<file path="src/verilog/ars_pkg.sv">
// Shared constants and types for the converter housekeeping link and its host controller
//
// Overview of operation
// [RULE_01] Forty consecutive ones on data input reset device
// [RULE_02] Serial reset clears logic, filter and registers
// [RULE_03] Same reset applied automatically at power-up
// [RULE_04] Host waits 500 us after reset before access
// [RULE_05] Host holds sync low four master cycles minimum
// [RULE_06] Sync low resets filter, keeps configuration
// [RULE_07] Filter released on clock after sync rises
// [RULE_08] Host raises sync on a master clock edge
// [RULE_09] Start mode: sync rise converts, ready then falls
// [RULE_10] Slow filter start mode takes four output periods
// [RULE_11] Temperature select bit routes sensor to converter
// [RULE_12] Bipolar temperature: midscale at zero, 2815 per degree
// [RULE_13] Output pins enabled in pairs by two bits
// [RULE_14] Enabled pin drives its own level bit
// [RULE_15] Output register read returns sensed pin levels
// [RULE_16] Host pulses sync after switching output pins
// [RULE_17] Parity enable bit activates parity generation
// [RULE_18] Parity needs status appended after 24-bit result
// [RULE_19] Status parity bit makes ones count even
// [RULE_20] Host flags odd ones count as corruption
// [RULE_21] Zero bit clears the consecutive-ones counter
`default_nettype none

package ars_pkg;

  ////////////////////////////////////////////////////////////////////////////////
  // Timing
  localparam int CLK_MHZ          = 200;
  localparam int RESET_ONES       = 40;
  localparam int RESET_WAIT_US    = 500;
  localparam int RESET_WAIT_CYC   = RESET_WAIT_US * CLK_MHZ;
  localparam int SYNC_LOW_MCLK    = 4;
  // Two extra cycles cover the synchroniser skew at the device
  localparam int SYNC_LOW_CYC     = SYNC_LOW_MCLK + 2;
  localparam int SCLK_HALF_CYC    = 8;
  localparam int OUT_PERIOD_CYC   = 256;
  localparam int SETTLE_SLOW      = 4;

  ////////////////////////////////////////////////////////////////////////////////
  // Device register map (3-bit address in the command byte)
  localparam logic [2:0] REG_STATUS = 3'h0;
  localparam logic [2:0] REG_MODE   = 3'h1;
  localparam logic [2:0] REG_CONFIG = 3'h2;
  localparam logic [2:0] REG_DATA   = 3'h3;
  localparam logic [2:0] REG_GPO    = 3'h5;
  localparam int CMD_READ_BIT       = 7;

  // Status fields
  localparam int ST_RDY_BIT = 7;
  localparam int ST_PAR_BIT = 4;

  // Mode fields
  localparam int MD_PAR_EN   = 0;
  localparam int MD_APPEND   = 1;
  localparam int MD_START    = 2;
  localparam int MD_SINC3    = 3;
  localparam int MD_ZERO_LAT = 4;
  localparam int MD_CHOP     = 5;
  localparam logic [7:0] MODE_RST = 8'h00;

  // Configuration fields
  localparam int CF_TEMP_SEL = 0;
  localparam int CF_BIPOLAR  = 3;
  localparam logic [7:0] CONFIG_RST = 8'h08;

  // General output control fields
  localparam int GP_LO_EN = 4;
  localparam int GP_HI_EN = 5;
  localparam logic [7:0] GPO_RST = 8'h00;

  // Conversion coding
  localparam logic [23:0] MIDSCALE      = 24'h80_0000;
  localparam int          TEMP_CODE_PER_K = 2815;

  ////////////////////////////////////////////////////////////////////////////////
  // Host register map (APB byte addresses)
  localparam logic [7:0] H_CMD    = 8'h00;
  localparam logic [7:0] H_WDATA  = 8'h04;
  localparam logic [7:0] H_RDATA  = 8'h08;
  localparam logic [7:0] H_STATUS = 8'h0C;
  localparam int HC_READ  = 8;
  localparam int HC_LONG  = 9;
  localparam int HC_RESET = 10;
  localparam int HC_SYNC  = 11;
  localparam int HS_BUSY  = 0;
  localparam int HS_PERR  = 1;
  localparam int HS_RDY   = 2;

  ////////////////////////////////////////////////////////////////////////////////
  // State machines
  typedef enum logic [2:0] {
    S_CMD = 3'b001,
    S_WR  = 3'b010,
    S_RD  = 3'b100
  } ars_ser_e;

  typedef enum logic [3:0] {
    H_IDLE  = 4'b0001,
    H_FRAME = 4'b0010,
    H_WAIT  = 4'b0100,
    H_SYNC  = 4'b1000
  } ars_host_e;

endpackage

`default_nettype wire

</file>
<file path="src/verilog/ars_link_if.sv">
// Serial link between the host controller and the converter housekeeping logic
`default_nettype none

interface ars_link_if;
  logic sclk;      // Serial clock, idles high, made by the host
  logic cs_n;      // Frame select, active low
  logic din;       // Host to device data
  logic dout_val;  // Device data value
  logic dout_oe;   // Device drives data line
  logic dout;      // Resolved data line, pulled high when undriven
  logic sync_n;    // Synchronisation, active low

  // Pull-up on the shared data line
  assign dout = dout_oe ? dout_val : 1'b1;

  modport dev  (input sclk, cs_n, din, sync_n, output dout_val, dout_oe);
  modport host (output sclk, cs_n, din, sync_n, input dout);
endinterface

`default_nettype wire

</file>
<file path="src/verilog/ars_dev.sv">
// Converter housekeeping: serial reset, synchronisation, temperature, outputs, parity
`default_nettype none

module ars_dev
  import ars_pkg::*;
#(
  parameter int OUT_PERIOD = OUT_PERIOD_CYC  // Core cycles per output period
) (
  input  wire logic        CLK_SYS_I,      // Core clock
  input  wire logic        NRST_I,         // Power-up reset, active low
  input  wire logic        CE_I,           // Clock enable
  ars_link_if.dev          LINK,           // Serial link
  input  wire logic [23:0] ANALOG_CODE_I,  // Modulator code for the analog input
  input  wire logic [11:0] TEMP_KELVIN_I,  // Die temperature in kelvin
  input  wire logic [3:0]  GPO_PIN_I,      // Sensed output pin levels
  output logic      [3:0]  GPO_PIN_O,      // Output pin levels
  output logic      [3:0]  GPO_PIN_OE_O,   // Output pin enables
  output logic             TEMP_SEL_O      // Temperature sensor routed to input
);

  ////////////////////////////////////////////////////////////////////////////////
  // Declarations
  localparam logic [7:0] SY_RST = 8'h0F;

  logic [7:0]  sy1_q;
  logic [7:0]  sy2_q;
  logic        sclk_s;
  logic        din_s;
  logic        cs_n_s;
  logic        sync_n_s;
  logic [3:0]  pins_s;
  logic        sclk_prev_q;
  logic        sync_prev_q;
  logic        rise;
  logic        soft_q;
  logic        rst_all;
  logic [5:0]  ones_q;
  ars_ser_e    st_q;
  logic [5:0]  bcnt_q;
  logic [5:0]  len_q;
  logic [2:0]  addr_q;
  logic [31:0] sh_q;
  logic [7:0]  comm;
  logic [31:0] rd_word;
  logic [5:0]  rd_len;
  logic        wr_stb;
  logic        rd_data_done;
  logic [7:0]  mode_q;
  logic [7:0]  cfg_q;
  logic [7:0]  gpo_q;
  logic [7:0]  status;
  logic        par;
  logic        rdy_n_q;
  logic [23:0] data_q;
  logic        filt_rst;
  logic        run_q;
  logic [31:0] pcnt_q;
  logic [2:0]  nper_q;
  logic [2:0]  need_per;
  logic        upd;
  logic [23:0] temp_code;
  logic [23:0] sample;
  logic        dout_q;
  logic        oe_q;

  ////////////////////////////////////////////////////////////////////////////////
  // Input synchronisers; pins and link come from other domains
  always_ff @(posedge CLK_SYS_I) begin
    if (!NRST_I) begin
      sy1_q <= SY_RST;
      sy2_q <= SY_RST;
    end else if (CE_I) begin
      sy1_q <= {GPO_PIN_I, LINK.sync_n, LINK.cs_n, LINK.din, LINK.sclk};
      sy2_q <= sy1_q;
    end
  end

  assign sclk_s   = sy2_q[0];
  assign din_s    = sy2_q[1];
  assign cs_n_s   = sy2_q[2];
  assign sync_n_s = sy2_q[3];
  assign pins_s   = sy2_q[7:4];

  // Edge history for serial clock and synchronisation
  always_ff @(posedge CLK_SYS_I) begin
    if (!NRST_I) begin
      sclk_prev_q <= 1'b1;
      sync_prev_q <= 1'b1;
    end else if (CE_I) begin
      sclk_prev_q <= sclk_s;
      sync_prev_q <= sync_n_s;
    end
  end

  // Data is sampled on rising serial clock inside a frame
  assign rise = CE_I & sclk_s & ~sclk_prev_q & ~cs_n_s;

  ////////////////////////////////////////////////////////////////////////////////
  // Serial reset detection
  // Power-up and serial reset share one path; power-up alone also clears the synchronisers and edge history
  assign rst_all = ~NRST_I | soft_q;  // [RULE_02] [RULE_03]

  // Run of ones; any zero restarts the count
  always_ff @(posedge CLK_SYS_I) begin
    if (rst_all) begin
      ones_q <= '0;
    end else if (rise) begin
      ones_q <= din_s ? ones_q + 6'd1 : 6'd0;  // [RULE_21]
    end
  end

  // One-cycle reset pulse on the fortieth one
  always_ff @(posedge CLK_SYS_I) begin
    if (!NRST_I) begin
      soft_q <= 1'b0;
    end else if (CE_I) begin
      soft_q <= rise & din_s & (ones_q == 6'(RESET_ONES - 1)) & ~soft_q;  // [RULE_01]
    end
  end

  ////////////////////////////////////////////////////////////////////////////////
  // Serial frame decoder
  assign comm         = {sh_q[6:0], din_s};
  assign wr_stb       = rise & (st_q == S_WR) & (bcnt_q == 6'd7);
  assign rd_data_done = rise & (st_q == S_RD) & (bcnt_q == len_q - 6'd1) & (addr_q == REG_DATA);

  // Status word with parity over the result
  assign par    = mode_q[MD_PAR_EN] & ^data_q;  // [RULE_17] [RULE_19]
  assign status = {rdy_n_q, 2'b00, par, 4'h0};

  // Word presented for a read, left aligned
  always_comb begin
    rd_word = '0;
    rd_len  = 6'd8;
    case (comm[2:0])
      REG_STATUS: rd_word = {status, 24'h00_0000};
      REG_MODE:   rd_word = {mode_q, 24'h00_0000};
      REG_CONFIG: rd_word = {cfg_q, 24'h00_0000};
      REG_DATA: begin
        rd_word = {data_q, mode_q[MD_APPEND] ? status : 8'h00};  // [RULE_18]
        rd_len  = mode_q[MD_APPEND] ? 6'd32 : 6'd24;
      end
      REG_GPO:    rd_word = {gpo_q[7:4], pins_s, 24'h00_0000};  // [RULE_15]
      default:    rd_word = '0;
    endcase
  end

  // Command byte, then write byte or read shift
  always_ff @(posedge CLK_SYS_I) begin
    if (rst_all) begin
      st_q   <= S_CMD;
      bcnt_q <= '0;
      len_q  <= 6'd8;
      addr_q <= '0;
      sh_q   <= '0;
    end else if (CE_I) begin
      if (cs_n_s) begin
        st_q   <= S_CMD;
        bcnt_q <= '0;
      end else if (rise) begin
        case (st_q)
          S_CMD: begin
            sh_q   <= {sh_q[30:0], din_s};
            bcnt_q <= bcnt_q + 6'd1;
            if (bcnt_q == 6'd7) begin
              bcnt_q <= '0;
              addr_q <= comm[2:0];
              if (comm[CMD_READ_BIT]) begin
                st_q  <= S_RD;
                sh_q  <= rd_word;
                len_q <= rd_len;
              end else begin
                st_q <= S_WR;
              end
            end
          end
          S_WR: begin
            sh_q   <= {sh_q[30:0], din_s};
            bcnt_q <= bcnt_q + 6'd1;
            if (bcnt_q == 6'd7) begin
              st_q   <= S_CMD;
              bcnt_q <= '0;
            end
          end
          S_RD: begin
            sh_q   <= {sh_q[30:0], 1'b0};
            bcnt_q <= bcnt_q + 6'd1;
            if (bcnt_q == len_q - 6'd1) begin
              st_q   <= S_CMD;
              bcnt_q <= '0;
            end
          end
          default: st_q <= S_CMD;
        endcase
      end
    end
  end

  // Data line shows the read bit, or ready while idle in a frame
  always_ff @(posedge CLK_SYS_I) begin
    if (rst_all) begin
      dout_q <= 1'b1;
      oe_q   <= 1'b0;
    end else if (CE_I) begin
      dout_q <= (st_q == S_RD) ? sh_q[31] : rdy_n_q;
      oe_q   <= ~cs_n_s;
    end
  end

  assign LINK.dout_val = dout_q;
  assign LINK.dout_oe  = oe_q;

  ////////////////////////////////////////////////////////////////////////////////
  // Configuration registers; synchronisation never touches them
  always_ff @(posedge CLK_SYS_I) begin
    if (rst_all) begin
      mode_q <= MODE_RST;  // [RULE_02]
      cfg_q  <= CONFIG_RST;
      gpo_q  <= GPO_RST;
    end else if (CE_I && wr_stb) begin
      case (addr_q)
        REG_MODE:   mode_q <= comm;
        REG_CONFIG: cfg_q  <= comm;
        REG_GPO:    gpo_q  <= comm;
        default:    mode_q <= mode_q;
      endcase
    end
  end

  ////////////////////////////////////////////////////////////////////////////////
  // General outputs, enabled in pairs
  assign GPO_PIN_O = gpo_q[3:0];  // [RULE_14]

  for (genvar i = 0; i < 4; i++) begin : g_pin_en
    assign GPO_PIN_OE_O[i] = gpo_q[(i < 2) ? GP_LO_EN : GP_HI_EN];  // [RULE_13]
  end

  ////////////////////////////////////////////////////////////////////////////////
  // Input selection and coding
  assign TEMP_SEL_O = cfg_q[CF_TEMP_SEL];
  assign temp_code  = 24'(TEMP_KELVIN_I * TEMP_CODE_PER_K);
  always_comb begin
    if (cfg_q[CF_TEMP_SEL]) begin  // [RULE_11]
      sample = cfg_q[CF_BIPOLAR] ? MIDSCALE + temp_code : temp_code;  // [RULE_12]
    end else begin
      sample = ANALOG_CODE_I;
    end
  end

  ////////////////////////////////////////////////////////////////////////////////
  // Filter and modulator timing
  // The extra cycle after sync rises stands in for the next master clock edge
  assign filt_rst = rst_all | ~sync_n_s | ~sync_prev_q;  // [RULE_06] [RULE_07]

  // Slow filter settling applies only to single conversions started by sync
  assign need_per = (mode_q[MD_START] & ~mode_q[MD_SINC3] & ~mode_q[MD_ZERO_LAT] & ~mode_q[MD_CHOP])
                    ? 3'(SETTLE_SLOW) : 3'd1;  // [RULE_10]
  assign upd = CE_I & ~filt_rst & run_q & (pcnt_q == 32'(OUT_PERIOD - 1)) & (nper_q == need_per - 3'd1);

  // Period and settle counters
  always_ff @(posedge CLK_SYS_I) begin
    if (filt_rst) begin
      pcnt_q <= '0;
      nper_q <= '0;
      run_q  <= 1'b1;
    end else if (CE_I && run_q) begin
      pcnt_q <= pcnt_q + 32'd1;
      if (pcnt_q == 32'(OUT_PERIOD - 1)) begin
        pcnt_q <= '0;
        nper_q <= nper_q + 3'd1;
        if (upd) begin
          nper_q <= '0;
          run_q  <= ~mode_q[MD_START];  // [RULE_09]
        end
      end
    end
  end

  // Result register
  always_ff @(posedge CLK_SYS_I) begin
    if (rst_all) begin
      data_q <= '0;
    end else if (upd) begin
      data_q <= sample;
    end
  end

  // Ready: a new result beats a data read ending in the same cycle
  always_ff @(posedge CLK_SYS_I) begin
    if (filt_rst) begin
      rdy_n_q <= 1'b1;
    end else if (CE_I) begin
      if (upd) begin
        rdy_n_q <= 1'b0;  // [RULE_09]
      end else if (rd_data_done) begin
        rdy_n_q <= 1'b1;
      end
    end
  end

endmodule

`default_nettype wire

</file>
<file path="src/flat_wrapper.sv">
// flat-port wrapper written by rule: the top's interface ports become plain ports
module ars_dev_flat import ars_pkg::*;
#(
  parameter int OUT_PERIOD = OUT_PERIOD_CYC                                  
)
  (CLK_SYS_I, NRST_I, CE_I, ANALOG_CODE_I, TEMP_KELVIN_I, GPO_PIN_I, GPO_PIN_O, GPO_PIN_OE_O, TEMP_SEL_O, LINK_sclk, LINK_cs_n, LINK_din, LINK_sync_n, LINK_dout_val, LINK_dout_oe);
  ars_link_if LINK_i ();
  input  wire logic CLK_SYS_I;
  input  wire logic NRST_I;
  input  wire logic CE_I;
  input  wire logic [23:0] ANALOG_CODE_I;
  input  wire logic [11:0] TEMP_KELVIN_I;
  input  wire logic [3:0] GPO_PIN_I;
  output logic      [3:0] GPO_PIN_O;
  output logic      [3:0] GPO_PIN_OE_O;
  output logic TEMP_SEL_O;
  input wire logic [$bits(LINK_i.sclk)-1:0] LINK_sclk;
  input wire logic [$bits(LINK_i.cs_n)-1:0] LINK_cs_n;
  input wire logic [$bits(LINK_i.din)-1:0] LINK_din;
  input wire logic [$bits(LINK_i.sync_n)-1:0] LINK_sync_n;
  output wire logic [$bits(LINK_i.dout_val)-1:0] LINK_dout_val;
  output wire logic [$bits(LINK_i.dout_oe)-1:0] LINK_dout_oe;
  assign LINK_i.sclk = LINK_sclk;
  assign LINK_i.cs_n = LINK_cs_n;
  assign LINK_i.din = LINK_din;
  assign LINK_i.sync_n = LINK_sync_n;
  assign LINK_dout_val = LINK_i.dout_val;
  assign LINK_dout_oe = LINK_i.dout_oe;
  ars_dev #(.OUT_PERIOD(OUT_PERIOD)) u_core (.CLK_SYS_I(CLK_SYS_I), .NRST_I(NRST_I), .CE_I(CE_I), .LINK(LINK_i), .ANALOG_CODE_I(ANALOG_CODE_I), .TEMP_KELVIN_I(TEMP_KELVIN_I), .GPO_PIN_I(GPO_PIN_I), .GPO_PIN_O(GPO_PIN_O), .GPO_PIN_OE_O(GPO_PIN_OE_O), .TEMP_SEL_O(TEMP_SEL_O));
endmodule
</file>
<file path="config.mk">
export PLATFORM = sky130hd
export DESIGN_NAME = ars_dev_flat
export DESIGN_NICKNAME = d
export VERILOG_FILES = /design/src/verilog/ars_pkg.sv /design/src/verilog/ars_link_if.sv /design/src/verilog/ars_dev.sv /design/src/flat_wrapper.sv
export SDC_FILE = /design/constraint.sdc
export NUM_CORES = 1
export LEC_CHECK = 0
export ABC_AREA = 0
export ABC_CLOCK_PERIOD_IN_PS = 8200
export BUFFER_PORTS_ARGS = -buffer_cell sky130_fd_sc_hd__buf_2
export CORE_ASPECT_RATIO = 1.4
export CORE_MARGIN = 1
export CORE_UTILIZATION = 40
export DETAILED_ROUTE_END_ITERATION = 8
export GPL_TIMING_DRIVEN = 0
export HOLD_SLACK_MARGIN = 0.1
export PLACE_DENSITY = 0.63
export SYNTH_ARGS = -nofsm -noshare
export SYNTH_HDL_FRONTEND = slang
export SYNTH_SLANG_ARGS = --single-unit
</file>
<file path="constraint.sdc">
create_clock -name CLK_SYS_I -period 8.2 [get_ports CLK_SYS_I]
set_clock_uncertainty 0.15 [all_clocks]
set_input_delay 0.82 -clock CLK_SYS_I [delete_from_list [all_inputs] [get_ports CLK_SYS_I]]
set_output_delay 0.82 -clock CLK_SYS_I [all_outputs]
set_load 0.01 [all_outputs]
</file>
# Yosys cells after proc, flatten, opt, wreduce, memory -nomap -nowiden
# Index checks and enable logic that the tools add are counted.
[classes]
n_eq_ne = 19
n_reduce_logical = 20
n_mul = 1
n_mux = 28
bitwise_logic = 33
add_sub_neg = 7
[ops]
columns = ["op", "n"]
rows = [
  ["case mux 32 bit (5 select lines)", 1],
  ["two-way mux 32 bit", 3],
  ["case mux 32 bit (3 select lines)", 1],
  ["two-way mux 24 bit", 2],
  ["two-way mux 6 bit", 7],
  ["adder 32 x 1 -> 32 bit, second input constant", 1],
  ["== test 32 x 8 -> 1 bit, second input constant", 1],
  ["adder 24 bit, first input constant", 1],
  ["multiplier 12 x 12 -> 24 bit, second input constant", 1],
  ["two-way mux 3 bit", 8],
  ["XOR reduction 24 bit", 1],
  ["bitwise AND 1 bit", 19],
  ["== test 3 x 2 -> 1 bit, second input constant", 5],
  ["adder 6 x 1 -> 6 bit, second input constant", 2],
  ["case mux 6 bit (2 select lines)", 1],
  ["NOT 1 bit", 11],
  ["AND reduction 2 bit", 5],
  ["AND reduction 5 bit", 2],
  ["== test 3 x 1 -> 1 bit, second input constant", 3],
  ["== test 3 bit, second input constant", 3],
  ["case mux 3 bit (3 select lines)", 1],
  ["two-way mux 8 bit", 1],
  ["== test 6 x 3 -> 1 bit, second input constant", 1],
  ["== test 6 bit", 1],
  ["other kinds (17)", 26],
]
[word_totals]
in_bits = 47
ff_bits = 162

# Logic depth before layout (Yosys ltp)
[depth]
word_depth = 11
depth_mapped = 18

# Worst setup path after synthesis
# OpenSTA, ideal clock, no wires.
[synth_path]
path_kind = "input to register"
startpoint = "input TEMP_KELVIN_I[8]"
endpoint = "register u_core.data_q[22]"
required_ns = 7.928
n_path_buf = 1
slack_ns = 2.550
path_stages = 18
t_arrival_ns = 5.378
setup_ns = 0.122
path_cell_list = "fa_1 inv_1 fa_1 inv_1 fa_1 fa_1 inv_1 fa_1 inv_1 ha_1 buf_2 a21oi_1 o21ai_0 a221oi_1 nor2b_1 o311ai_0 nand2_1 o311a_1"
[synth_via]
elab_chain_len = 4
[synth_lines]
columns = ["item", "line_no", "source"]
rows = [
  ["start, declared", "flat_wrapper.sv:12", "input wire logic [11:0] TEMP_KELVIN_I;"],
  ["multiplier 12 x 12 -> 24 bit (*)", "ars_dev.sv:241", "assign temp_code = 24'(TEMP_KELVIN_I * TEMP_CODE_PER_K);"],
  ["adder 24 bit", "ars_dev.sv:244", "sample = cfg_q[CF_BIPOLAR] ? MIDSCALE + temp_code : temp_code;"],
  ["two-way mux 24 bit (*)", "ars_dev.sv:244", ""],
  ["two-way mux 24 bit (*)", "ars_dev.sv:243", "if (cfg_q[CF_TEMP_SEL]) begin"],
  ["end signal, assigned", "ars_dev.sv:284", "data_q <= sample;"],
  ["end, declared", "ars_dev.sv:54", "logic [23:0] data_q;"],
]
# Mark *: on every way between the ends. The rest lies on a longest branch, timed or not.
# A chain may end at the register's enable or synchronous reset.

# Final worst setup path
[layout_path]
startpoint = "input TEMP_KELVIN_I[6]"
endpoint = "register u_core.data_q[22]"
# Same word-level chain as after synthesis.

==> results.toml <==
[synth]
synthFlopType = "dfxtp_1"
synth_fp_nets = 1464
ys_types = 72
syn_area_sq_um = 11000
synthTopCellsByArea = "dfxtp_1 (29%), fa_1 (12%), ha_1 (8.8%)"
synth_edf_count = 0
yosysWarnings = 0
seq_area_frac_synth = 0.290
synthArstFlopShare = 0
yosysTopAreaCell = "dfxtp_1"
avgSynthCellArea_sq_um = 8.63
synthCells = 1273
synth_top_area_frac = 0.290
ys_seq_elements = 159

[sta]
drv_slew = 0
worst_pin_slew_ns = 0.788
relSlewSlack = 0.475
rsz0062_at_grt = "no"
setup_viol = 0
fmax_mhz = 171
min_period_over_period = 0.715
period_needed_ns = 5.86
finalHoldViolCount = 0
finalSetupTns_ns = 0

[setup_path]
rr_worst_depth = 9
arrival_ns = 6.03
crit_required_ns = 8.36
worstReg2RegEnd = "u_core.sh_q[22]"
crit_family = "adder cells"
critPathSlowestCell = "fa_1"
rrSetupSlack_ns = 5.37
crit_type = "in -> reg"
endpoint_kind = "flop"
critPathBufInv = 3
crit_path_max_incr_delay_ns = 0.65
crit_chain = "buf_2 -> fa_1 -> fa_1 -> fa_1 -> fa_1 -> inv_1 -> fa_1 -> inv_1 -> ha_1 -> a21oi_1 -> o21ai_0 -> a221oi_1 -> nor2b_1 -> o311ai_0 -> nand2_1 -> o311a_1"
r2r_start = "u_core.bcnt_q[0]"
critPathMostFrequentCell = "fa_1"
startpoint_type = "input port"
critPathMaxFanout = 7

[pwr]
power_density_nw_per_um2 = 266
leakagePower_nw = 5.07
power_w = 0.00329
peakVddDrop_mv = 0.212

[clock_tree]
hold_buffers = 0
cts_root_buf = "clkbuf_16"
tritoncts = "done"
cts.htree.levels = 4
numCtsBuffers = 17
clock_latency_ns = 0.43
path_clk_slew_ns = 0.06
cts_sinks = 159
cts_buffer_depth = 2
cts_setup_buffers = 0
postCtsResizedCells = 0

[placement]
io_buffer_count = 57
gp_congestion = 0.886
hpwlAfterDp_microns = 20800
placed_cell_area_sq_um = 11700

[grt]
grt_pass1_wl_microns = 43600
grt_usage = 0.197
antenna_found_initial = 3
grt_pass1_vias = 8838
grt_overflow = 0
grt_max_degree = 17

[route]
finalWirelength_microns = 26500
dr.pass1.iters = 5
vias = 8918
vias_per_cell = 5.15
drtIter0Drc = 330
drc = 0
ant_nets = 0
avgRoutedWirePerCell_microns = 15.3

[floorplanning]
die_h_microns = 198
die_x_microns = 142
initial_utilization = 0.408
std_cell_rows = 71
die_area_sq_um = 28200
fp.coreArea_sq_um = 26900
ioPinCount = 58

[layout]
nFillCells = 2685
final_area_sq_um = 12300
finalNetCount = 1540
syn_to_final_growth_pct = 12.3
drive_gt1_frac = 0.0999

[min_path]
min_from = "u_core.gpo_q[0]"
min_to = "u_core.gpo_q[0]"
hp-class = "reg -> reg"
hold_depth = 2

[outcome]
status = "complete, no violations"

[run]
max-cap-violations = 0
sequential cells by signal, summed over array words and instances (netlist names):
register	cells
u_core.pcnt_q	32
u_core.sh_q	32
u_core.data_q	24
u_core.cfg_q	8
u_core.gpo_q	8
u_core.mode_q	8
u_core.sy1_q	8
u_core.sy2_q	8
u_core.bcnt_q	6
u_core.ones_q	6
u_core.addr_q	3
u_core.len_q	3
u_core.nper_q	3
u_core.st_q	3
u_core.LINK.dout_oe	1
u_core.LINK.dout_val	1
u_core.rdy_n_q	1
u_core.run_q	1
u_core.sclk_prev_q	1
u_core.soft_q	1
u_core.sync_prev_q	1
through the flow:
stage | setup WS [ns] | utilization | hold slack (ns) | cells
after detailed placement | 1.91 | 0.436 | 0.295 | 1695
after floorplan | 2.55 | - | 0.278 | 1273
after global routing | 2.12 | 0.458 | 0.327 | 1728
final | 2.34 | 0.459 | 0.301 | 1730
after global placement | 1.94 | 0.436 | 0.288 | 1695
after CTS | 2.36 | 0.458 | 0.303 | 1727
logic make-up after synthesis:
| logic type | Yosys count | synth area share |
|---|---|---|
| XOR/XNOR | 66 | 0.0551 |
| flip-flops | 159 | 0.290 |
| AND/OR/NAND/NOR | 428 | 0.190 |
| AO/OA/AOI/OAI | 219 | 0.132 |
| multiplexers | 51 | 0.0469 |
| buffers and inverters | 206 | 0.0763 |
| adder cells (fa/ha/maj) | 144 | 0.210 |
worst max-delay path by stage:
stage / from / cells after the start / to
2_1_floorplan: TEMP_KELVIN_I[8] / 18 / u_core.data_q[22]
4_1_cts: TEMP_KELVIN_I[6] / 16 / u_core.data_q[22]
3_5_place_dp: TEMP_KELVIN_I[6] / 16 / u_core.data_q[22]
5_1_grt: TEMP_KELVIN_I[8] / 16 / u_core.data_q[22]
6_report: TEMP_KELVIN_I[6] / 16 / u_core.data_q[22]
3_3_place_gp: TEMP_KELVIN_I[6] / 16 / u_core.data_q[22]
cell usage after synthesis, types with 16 or more instances:
library cell and count:
o211ai_1 17, mux2i_1 47, nand2_1 132, fa_1 67, xnor2_1 37, xor2_1 27
clkbuf_1 36, nand3_1 43, nor2b_1 25, a21oi_1 66, nor2_1 116, inv_1 133
o21ai_0 35, ha_1 77, dfxtp_1 159, buf_2 19, a211oi_1 17, a311oi_1 16
area by class of cell:
class	count	area [sq um]	share of cell area
Clock buffer	19	443	0.0359
Multi-Input combinational cell	908	6970	0.565
Buffer	73	339	0.0275
Inverter	133	499	0.0404
Sequential cell	159	3180	0.258
Clock inverter	13	161	0.0131
Timing Repair Buffer	57	285	0.0231
Tap cell	365	457	0.0370
Antenna cell	3	7.51	0.000608
tightest hold or removal path: cells and delay by family (launching register included):
| kind | cells | cell delay [ns] |
|---|---|---|
| flops | 1 | 0.31 |
| compound gates | 1 | 0.05 |
| simple gates | 1 | 0.05 |
power by group:
| group | total, W | switching (W) | internal, W |
|---|---|---|---|
| registers | 0.000781 | 0.00000381 | 0.000778 |
| clock network | 0.000816 | 0.000328 | 0.000488 |
| logic | 0.00169 | 0.000965 | 0.000725 |
| total | 0.00329 | 0.00130 | 0.00199 |
cell usage in the layout (no fill, tap or decap), types with 17 or more instances in the layout:
| cell type | count |
|---|---|
| dfxtp_1 | 159 |
| inv_1 | 133 |
| nand2_1 | 132 |
| nor2_1 | 116 |
| ha_1 | 77 |
| buf_2 | 76 |
| fa_1 | 67 |
| a21oi_1 | 66 |
| mux2i_1 | 47 |
| nand3_1 | 43 |
| xnor2_1 | 37 |
| clkbuf_1 | 37 |
| o21ai_0 | 35 |
| xor2_1 | 27 |
| nor2b_1 | 25 |
| o211ai_1 | 17 |
| a211oi_1 | 17 |
| clkbuf_16 | 17 |
layer usage:
layer	part of all wire	vias up	wire length, microns	track usage
li1	-	4463	-	-
met1	0.42	4241	11200	0.224
met2	0.52	154	13700	0.362
met3	0.026	60	678	0.0283
met4	0.035	0	923	0.0864
met5	0	-	0	0
(Power assumes the default switching activity.)
